File: src/logic/pfs_pkg.sv
// constants shared by the program flow and stack register block
`default_nettype none

package pfs_pkg;

    // ***************************************************************
    // widths
    // ***************************************************************
    localparam int unsigned PFS_APB_AW = 8;
    localparam int unsigned PFS_APB_DW = 32;
    localparam int unsigned PFS_REG_W = 16;
    localparam int unsigned PFS_SP_W = 6;

    // ***************************************************************
    // register byte offsets on the bus
    // ***************************************************************
    localparam logic [PFS_APB_AW-1:0] PFS_OFF_IP = 8'h00;
    localparam logic [PFS_APB_AW-1:0] PFS_OFF_SP = 8'h04;
    localparam logic [PFS_APB_AW-1:0] PFS_OFF_VEC = 8'h08;
    localparam logic [PFS_APB_AW-1:0] PFS_OFF_LOOP = 8'h0C;

    // ***************************************************************
    // reset values, steps and stack pointer limits
    // ***************************************************************
    localparam logic [PFS_REG_W-1:0] PFS_IP_RST = 16'h8000;
    localparam logic [PFS_REG_W-1:0] PFS_SP_RST = 16'h002F;
    localparam logic [PFS_REG_W-1:0] PFS_VEC_RST = 16'h07FD;
    localparam logic [PFS_REG_W-1:0] PFS_LOOP_RST = 16'h0000;
    localparam logic [PFS_REG_W-1:0] PFS_IP_STEP = 16'h0001;
    localparam logic [PFS_SP_W-1:0] PFS_SP_STEP = 6'h01;
    localparam logic [PFS_SP_W-1:0] PFS_SP_MAX = 6'h3F;
    localparam logic [PFS_SP_W-1:0] PFS_SP_MIN = 6'h00;

endpackage

`default_nettype wire

File: src/logic/pfs_stack_mem.sv
// flip-flop stack storage, one write port and one read port
`timescale 1ns/1ps
`default_nettype none

module pfs_stack_mem
    import pfs_pkg::*;
#(
    parameter int unsigned WIDTH = PFS_REG_W,
    parameter int unsigned AW = PFS_SP_W
) (
    input wire logic clk,
    input wire logic rst_n,
    input wire logic wr_en,
    input wire logic [AW-1:0] wr_addr,
    input wire logic [WIDTH-1:0] wr_data,
    input wire logic [AW-1:0] rd_addr,
    output logic [WIDTH-1:0] rd_data
);

    localparam int unsigned DEPTH = 1 << AW;

    logic [WIDTH-1:0] mem_q [DEPTH];

    // ***************************************************************
    // one word per entry
    // ***************************************************************
    for (genvar i = 0; i < DEPTH; i++) begin : g_word
        always_ff @(posedge clk or negedge rst_n) begin
            if (!rst_n) begin
                mem_q[i] <= '0;
            end else if (wr_en && (wr_addr == AW'(i))) begin
                mem_q[i] <= wr_data;
            end
        end
    end

    assign rd_data = mem_q[rd_addr];

endmodule

`default_nettype wire

File: src/logic/pfs_flow_regs.sv
// program flow registers: fetch pointer, stack pointer, vector, loop count
`timescale 1ns/1ps
`default_nettype none

module pfs_flow_regs
    import pfs_pkg::*;
(
    input wire logic CLOCK,
    input wire logic RSTN,
    input wire logic PSEL,
    input wire logic PENABLE,
    input wire logic PWRITE,
    input wire logic [PFS_APB_AW-1:0] PADDR,
    input wire logic [PFS_APB_DW-1:0] PWDATA,
    output logic [PFS_APB_DW-1:0] PRDATA,
    output logic PREADY,
    output logic PSLVERR,
    input wire logic FETCH_STROBE,
    output logic [PFS_REG_W-1:0] FETCH_ADDR,
    input wire logic PUSH_STROBE,
    input wire logic [PFS_REG_W-1:0] PUSH_DATA,
    input wire logic POP_STROBE,
    output logic [PFS_REG_W-1:0] POP_DATA,
    output logic [PFS_SP_W-1:0] STACK_TOP,
    input wire logic IRQ_PENDING,
    output logic IRQ_ACK,
    output logic [PFS_REG_W-1:0] LOOP_COUNT
);

    // ***************************************************************
    // declarations
    // ***************************************************************
    logic [PFS_REG_W-1:0] ip_q;
    logic [PFS_REG_W-1:0] ip_d;
    logic [PFS_SP_W-1:0] sp_q;
    logic [PFS_SP_W-1:0] sp_d;
    logic [PFS_REG_W-1:0] vec_q;
    logic [PFS_REG_W-1:0] loop_cnt_q;
    logic [PFS_APB_DW-1:0] prdata_q;
    logic [PFS_APB_DW-1:0] prdata_d;
    logic [PFS_REG_W-1:0] pop_data_q;
    logic [PFS_REG_W-1:0] stk_rd;
    logic [PFS_REG_W-1:0] stk_wdata;
    logic [PFS_REG_W-1:0] ret_addr;
    logic [PFS_SP_W-1:0] sp_inc;
    logic [PFS_SP_W-1:0] sp_dec;
    logic stk_we;
    logic setup_ph;
    logic access_ph;
    logic hit_ip;
    logic hit_sp;
    logic hit_vec;
    logic hit_loop;
    logic hit_any;
    logic wr_ok;
    logic wr_ip;
    logic wr_sp;
    logic wr_loop;
    logic call_go;
    logic push_go;
    logic pop_go;
    logic boot_q;

    // ***************************************************************
    // apb decode
    // ***************************************************************
    assign setup_ph = PSEL && !PENABLE;
    assign access_ph = PSEL && PENABLE;
    assign hit_ip = (PADDR == PFS_OFF_IP);
    assign hit_sp = (PADDR == PFS_OFF_SP);
    assign hit_vec = (PADDR == PFS_OFF_VEC);
    assign hit_loop = (PADDR == PFS_OFF_LOOP);
    assign hit_any = hit_ip || hit_sp || hit_vec || hit_loop;

    // zero wait state slave
    assign PREADY = 1'b1;

    assign PSLVERR = access_ph && (!hit_any || (PWRITE && hit_vec));

    assign wr_ok = access_ph && PWRITE;
    assign wr_ip = wr_ok && hit_ip;
    assign wr_sp = wr_ok && hit_sp;
    assign wr_loop = wr_ok && hit_loop;

    // ***************************************************************
    // read data, captured in the setup cycle
    // ***************************************************************
    always_comb begin
        prdata_d = '0;
        if (hit_ip) begin
            prdata_d = PFS_APB_DW'(ip_q);
        end else if (hit_sp) begin
            prdata_d = PFS_APB_DW'(sp_q);
        end else if (hit_vec) begin
            prdata_d = PFS_APB_DW'(vec_q);
        end else if (hit_loop) begin
            prdata_d = PFS_APB_DW'(loop_cnt_q);
        end
    end

    always_ff @(posedge CLOCK or negedge RSTN) begin
        if (!RSTN) begin
            prdata_q <= '0;
        end else if (setup_ph && !PWRITE) begin
            prdata_q <= prdata_d;
        end
    end

    assign PRDATA = prdata_q;

    // ***************************************************************
    // interrupt call and stack arbitration
    // ***************************************************************
    // call taken when no push, pop or bus write competes
    assign call_go = IRQ_PENDING && !PUSH_STROBE && !POP_STROBE && !wr_ok;
    assign IRQ_ACK = call_go;
    assign push_go = PUSH_STROBE && !wr_sp;
    assign pop_go = POP_STROBE && !PUSH_STROBE && !wr_sp;

    // return address skips a word fetched in the same cycle
    assign ret_addr = FETCH_STROBE ? (ip_q + PFS_IP_STEP) : ip_q;

    assign sp_inc = sp_q + PFS_SP_STEP;
    assign sp_dec = sp_q - PFS_SP_STEP;

    // store lands at the incremented pointer
    assign stk_we = push_go || call_go;
    assign stk_wdata = call_go ? ret_addr : PUSH_DATA;

    // ***************************************************************
    // fetch pointer
    // ***************************************************************
    always_comb begin
        ip_d = ip_q;
        if (call_go) begin
            ip_d = vec_q;
        end else if (wr_ip) begin
            ip_d = PWDATA[PFS_REG_W-1:0];
        end else if (FETCH_STROBE) begin
            ip_d = ip_q + PFS_IP_STEP;
        end
    end

    always_ff @(posedge CLOCK or negedge RSTN) begin
        if (!RSTN) begin
            ip_q <= PFS_IP_RST;
        end else begin
            ip_q <= ip_d;
        end
    end

    assign FETCH_ADDR = ip_q;

    // ***************************************************************
    // stack pointer
    // ***************************************************************
    always_comb begin
        sp_d = sp_q;
        if (wr_sp) begin
            sp_d = PWDATA[PFS_SP_W-1:0];
        end else if (stk_we) begin
            sp_d = sp_inc;
        end else if (pop_go) begin
            sp_d = sp_dec;
        end
    end

    always_ff @(posedge CLOCK or negedge RSTN) begin
        if (!RSTN) begin
            sp_q <= PFS_SP_RST[PFS_SP_W-1:0];
        end else begin
            sp_q <= sp_d;
        end
    end

    assign STACK_TOP = sp_q;

    // ***************************************************************
    // stack storage
    // ***************************************************************
    // read port sits on the current top
    pfs_stack_mem #(
        .WIDTH(PFS_REG_W),
        .AW(PFS_SP_W)
    ) pfs_stack_mem_inst (
        .clk(CLOCK),
        .rst_n(RSTN),
        .wr_en(stk_we),
        .wr_addr(sp_inc),
        .wr_data(stk_wdata),
        .rd_addr(sp_q),
        .rd_data(stk_rd)
    );

    always_ff @(posedge CLOCK or negedge RSTN) begin
        if (!RSTN) begin
            pop_data_q <= '0;
        end else if (pop_go) begin
            pop_data_q <= stk_rd;
        end
    end

    assign POP_DATA = pop_data_q;

    // ***************************************************************
    // vector and loop counter
    // ***************************************************************
    always_ff @(posedge CLOCK or negedge RSTN) begin
        if (!RSTN) begin
            vec_q <= PFS_VEC_RST;
        end else begin
            vec_q <= vec_q;
        end
    end

    always_ff @(posedge CLOCK or negedge RSTN) begin
        if (!RSTN) begin
            loop_cnt_q <= PFS_LOOP_RST;
        end else if (wr_loop) begin
            loop_cnt_q <= PWDATA[PFS_REG_W-1:0];
        end
    end

    assign LOOP_COUNT = loop_cnt_q;

    // ***************************************************************
    // checks
    // ***************************************************************
    always_ff @(posedge CLOCK or negedge RSTN) begin
        if (!RSTN) begin
            boot_q <= 1'b1;
        end else begin
            boot_q <= 1'b0;
        end
    end
endmodule

`default_nettype wire

File: config.mk
export PLATFORM = sky130hd
export DESIGN_NAME = pfs_flow_regs
export DESIGN_NICKNAME = d
export VERILOG_FILES = /design/src/logic/pfs_pkg.sv /design/src/logic/pfs_stack_mem.sv /design/src/logic/pfs_flow_regs.sv
export SDC_FILE = /design/constraint.sdc
export NUM_CORES = 2
export LEC_CHECK = 0
export BUFFER_PORTS_ARGS = -buffer_cell sky130_fd_sc_hd__buf_2
export CAP_MARGIN = 20
export CORE_MARGIN = 1
export CORE_UTILIZATION = 45
export DETAILED_ROUTE_END_ITERATION = 8
export GPL_TIMING_DRIVEN = 0
export REMOVE_ABC_BUFFERS = 1
export SYNTH_ARGS = -nofsm -noshare
export SYNTH_HDL_FRONTEND = slang
export SYNTH_SLANG_ARGS = --single-unit
File: constraint.sdc
create_clock -name CLOCK -period 4.8 [get_ports CLOCK]
set_clock_uncertainty 0.1 [all_clocks]
set_input_delay 0.96 -clock CLOCK [delete_from_list [all_inputs] [get_ports CLOCK]]
set_output_delay 0.96 -clock CLOCK [all_outputs]
set_load 0.02 [all_outputs]
==> impl.org <==
** Route
- The first routing iteration left ~2.5k violations.
- After detailed routing, the average wire length per cell comes to 24.8 um.
- Highest metal layer used by the detailed router :: met4
- Post-DRT Antenna Nets :: 0
- Routed met1 length :: 60.8 mm
- Number of DRC violations after detailed routing :: 0
- Amount of wire on met3 after detailed routing :: about 8 mm
- For this block, the via count after detailed routing is 31.7k.
- Dividing the detail-routed via count by the number of cells gives 5.81.
- The routed design has 135 mm of wire.
- Routed wl met2 :: about 61 mm
- The first detailed-routing pass took 6 iterations.

** Timing
- Max-slew violation count :: 0
- Setup repair after global routing could not meet its margin everywhere.
- Final total negative setup slack :: -0.00547 ns
- At the pin with the least slew margin, the transition time is 1.16 ns.
- Min setup slack post-route :: -0.00547 ns
- Of the available clock period, the critical path in the final layout requires 1.00.
- # setup viols final :: 1
- Slew HR :: 0.226
- Counting I/O delays and the setup requirement, the final critical path takes 4.81 ns.
- The final-report hold violation count is 0.
- For this run, the top clock speed supported by timing is between 200 and 250 MHz.

** Power and ir drop
- Highest ir drop seen on vdd :: between 0.0003 and 0.0004 V
- Areal power density over the cells :: ~690 mW/mm^2
- After layout, the design draws a total of 38.3 mW.
- Summed over all cells, the static leakage comes to 24.8 nW.

** CTS
- Clock-pin slew was measured on the worst setup and hold paths at 0.06 ns.
- Maximum buffer depth of the clock tree :: 3
- Number of clock sinks :: 1,094
- Number of setup buffers added after CTS :: 0
- Clk Tree Root Cell :: sky130_fd_sc_hd__clkbuf_16
- TritonCTS built the clock tree.
- TritonCTS Buffers :: between 100 and 150
- Worst-Skew Late Latency :: slightly below 0.7 ns
- The H-tree was split into 3 levels.

** Global routing
- Global routing finished with a remaining overflow of 0.
- The initial antenna violation count was 7.
- Total routing resource utilization after global routing :: 0.248
- Via count of the first global-routing pass :: 31.7k
- The first global-routing pass estimated a little over 200 mm of wire.
- Entering global routing, the biggest net connects 167 pins.

** Synthesis
- Of the post-synthesis cell area, the part taken by muxes is 0.244.
- Ranked by instance count, the synthesized netlist is headed by 1,088 x sky130_fd_sc_hd__dfrtp_1, 649 x sky130_fd_sc_hd__nand2_1, 510 x sky130_fd_sc_hd__o21ai_0.
- Yosys mapped a number of flops with a built-in enable equal to 0.
- Largest family of logic cells by synthesized area :: multiplexers
- Of the synthesized area, sequential elements account for 0.554.
- Area share of fa/ha/maj cells after synthesis :: 0.00177
- Of the total synthesized cell area, the portion taken by XOR and XNOR cells is 0.00390.
- Average footprint of a synthesized cell :: 12.4 um^2
- Sorting the synthesized cells by area gives the leading types as sky130_fd_sc_hd__dfrtp_1 55%, sky130_fd_sc_hd__mux4_2 12%, sky130_fd_sc_hd__mux2_2 11%.
- Fraction of post-synthesis cell area in the top cell type by area :: 0.550
- Simple logic cell fraction of the synthesized area :: 0.0740
- In the synthesized netlist the async set-or-reset flop fraction comes to 1.00.
- Top flip-flop cell by instance count after synthesis :: sky130_fd_sc_hd__dfrtp_1
- Summed over all instances, the cell type with the most area after synthesis is sky130_fd_sc_hd__dfrtp_1.
- Post-synthesis instance total :: 4,000
- Cell with the most instances after synthesis :: sky130_fd_sc_hd__dfrtp_1
- In this run, synthesis produced a sequential element count of 1,094.
- The compound-gate portion of the synthesized area came to 0.0853.
- Netlist area before placement :: 0.0495 mm^2
- In this run, distinct cell masters in the synthesized netlist total 62.
- During synthesis, Yosys emitted a total of 0 warnings.

** Placed design
- Counting tap cells, the placed design contains a total of 5,247 instances.
- Dpl ws :: -0.00766 ns
- Placed wire-length estimate after detailed placement :: slightly below 90 mm
- At the end of routability-driven placement, the weighted congestion stood at 0.843.
- Cell area reported after detailed placement :: 0.0521 mm^2
- Port buffer count :: 120

** Floorplan
- The initial utilization of the core area, before any placement, comes to 0.454.
- In this run the standard cell core region covers 0.109 mm^2.
- Die area :: 0.111 mm^2
- The initialized floorplan defines 121 standard-cell rows.
- Die boundary width :: between 300 and 400 um
- Number of top-level pins :: 154
- In this run the vertical extent of the chip is 334 um.

** Worst hold path
- Worst hold path class :: input port to async pin

** Final layout
- Non-filler cells, final :: ~5.5k
- Summing all non-filler instances in the final layout gives an area of roughly 0.056 mm^2.
- The final layout contains roughly 4.0k nets.
- From synthesis to final layout, the design area changed by 13.1%.
- Of the cells placed in the final design, the portion with a size suffix greater than 1 is 0.299.

** Run
- Max-cap violations :: 0

** Critical path
- In this run the worst setup path begins at STACK_TOP[0].
- The worst register-to-register path begins at STACK_TOP[0].
- The worst setup path is launched from a flip-flop.
- STA puts the critical path data required time at 5.25 ns.
- In this run the worst path has a maximum fanout of 39.
- Endpoint arrival time on the critical path :: 5.26 ns
- Startpoint-to-endpoint class of the critical path :: flip-flop to flip-flop
- Endpoint type of the worst setup path :: flip-flop

** Status
- Outcome :: finished, violations left
- The final reports fail on setup timing.
where the power goes:
| group | total, mW | switching [mW] | internal (mW) |
|---|---|---|---|
| registers | 15.7 | 2.40 | 13.3 |
| logic | 13.9 | 7.20 | 6.71 |
| clock network | 8.72 | 3.63 | 5.09 |
| total | 38.3 | 13.2 | 25.1 |
metal layers:
layer / track usage / vias to the layer above
li1: - / 14214
met1: 0.357 / 16389
met2: 0.380 / 872
met3: 0.0391 / 200
met4: 0.0939 / 0
met5: 0 / -
stage by stage:
stage,utilization,hold WS [ns]
finish,0.514,0.147
detailed placement,0.479,0.358
global placement,0.460,0.350
global route,0.514,0.207
floorplan,-,0.345
CTS,0.512,0.173
cell usage in the layout (no fill, tap or decap), types with 11 or more instances in the layout:
cell	synthesis	layout
sky130_fd_sc_hd__dfrtp_1	1088	1088
sky130_fd_sc_hd__nand2_1	649	649
sky130_fd_sc_hd__o21ai_0	510	510
sky130_fd_sc_hd__mux2_2	474	474
sky130_fd_sc_hd__mux4_2	253	253
sky130_fd_sc_hd__buf_2	90	119
sky130_fd_sc_hd__clkbuf_16	0	113
sky130_fd_sc_hd__mux2i_1	102	96
sky130_fd_sc_hd__nor2_1	82	78
sky130_fd_sc_hd__o21ai_1	87	77
sky130_fd_sc_hd__buf_16	0	45
sky130_fd_sc_hd__a22oi_1	36	36
sky130_fd_sc_hd__o22ai_1	34	34
sky130_fd_sc_hd__buf_8	0	31
sky130_fd_sc_hd__a21oi_1	27	27
sky130_fd_sc_hd__clkbuf_1	230	27
sky130_fd_sc_hd__or4_1	26	26
sky130_fd_sc_hd__clkinv_2	0	25
sky130_fd_sc_hd__clkbuf_8	0	24
sky130_fd_sc_hd__nor2_2	24	22
sky130_fd_sc_hd__conb_1	2	17
sky130_fd_sc_hd__nor4_1	19	16
sky130_fd_sc_hd__o21ai_2	12	15
sky130_fd_sc_hd__o211ai_1	15	15
sky130_fd_sc_hd__nand4_1	13	13
sky130_fd_sc_hd__nand3_1	13	12
sky130_fd_sc_hd__a211oi_1	12	12
sky130_fd_sc_hd__xnor2_1	12	12
sky130_fd_sc_hd__inv_1	12	11
layout make-up:
| type | count | area [um^2] |
|---|---|---|
| Clock buffer | 164 | 3260 |
| Fill cell | 9315 | 52900 |
| Multi-Input combinational cell | 2518 | 20500 |
| Inverter | 14 | 57.6 |
| Antenna cell | 2 | 5.00 |
| Tap cell | 1414 | 1770 |
| Sequential cell | 1094 | 27400 |
| Timing Repair Buffer | 213 | 2530 |
| Clock inverter | 35 | 380 |
sequential cells by signal, summed over array words and instances (netlist names):
register and count:
POP_DATA 16, FETCH_ADDR 16, LOOP_COUNT 16, PRDATA 16, pfs_stack_mem_inst.mem_q 1024, STACK_TOP 6
logic make-up (layout without fill, tap and decap cells):
| family | Yosys count | count (layout) |
|---|---|---|
| buffers and inverters | 403 | 426 |
| xor gates and xnor gates | 22 | 22 |
| DFF | 1094 | 1094 |
| other | 2 | 19 |
| AOI/OAI and AO/OA | 772 | 772 |
| muxes | 829 | 829 |
| and+or+nand+nor | 871 | 871 |
| adders and majority gates | 7 | 7 |
worst paths after layout:
check                                                 to  slack, ns  depth (start not counted)
min                        pfs_stack_mem_inst.mem_q[749]       0.15                          1
max reg2reg                pfs_stack_mem_inst.mem_q[949]     -0.005                          7
min reg2reg                                    PRDATA[8]       0.37                          2
min in group CLOCK                             PRDATA[8]       0.37                          2
max in group asynchronous  pfs_stack_mem_inst.mem_q[904]       1.50                          5
max                        pfs_stack_mem_inst.mem_q[949]     -0.005                          7
repair_timing:
| item | in CTS | in global routing |
|---|---|---|
| endpoints found under the setup margin | 29 | 219 |
| hold buffers | 0 | 0 |
| hold endpoints to repair | 0 | 0 |
| resized for setup | 0 | 9 |
critical path, stage by stage (launching register included):
cell and delay (ns):
sky130_fd_sc_hd__dfstp_4 1.13, sky130_fd_sc_hd__buf_16 0.34, sky130_fd_sc_hd__and4_1 0.30, sky130_fd_sc_hd__a21boi_1 0.13, sky130_fd_sc_hd__nor2_1 0.85, sky130_fd_sc_hd__nand3_1 0.39
sky130_fd_sc_hd__nor2_2 0.96, sky130_fd_sc_hd__mux2_2 0.42
Note: power is estimated with default switching activity, not from simulation.
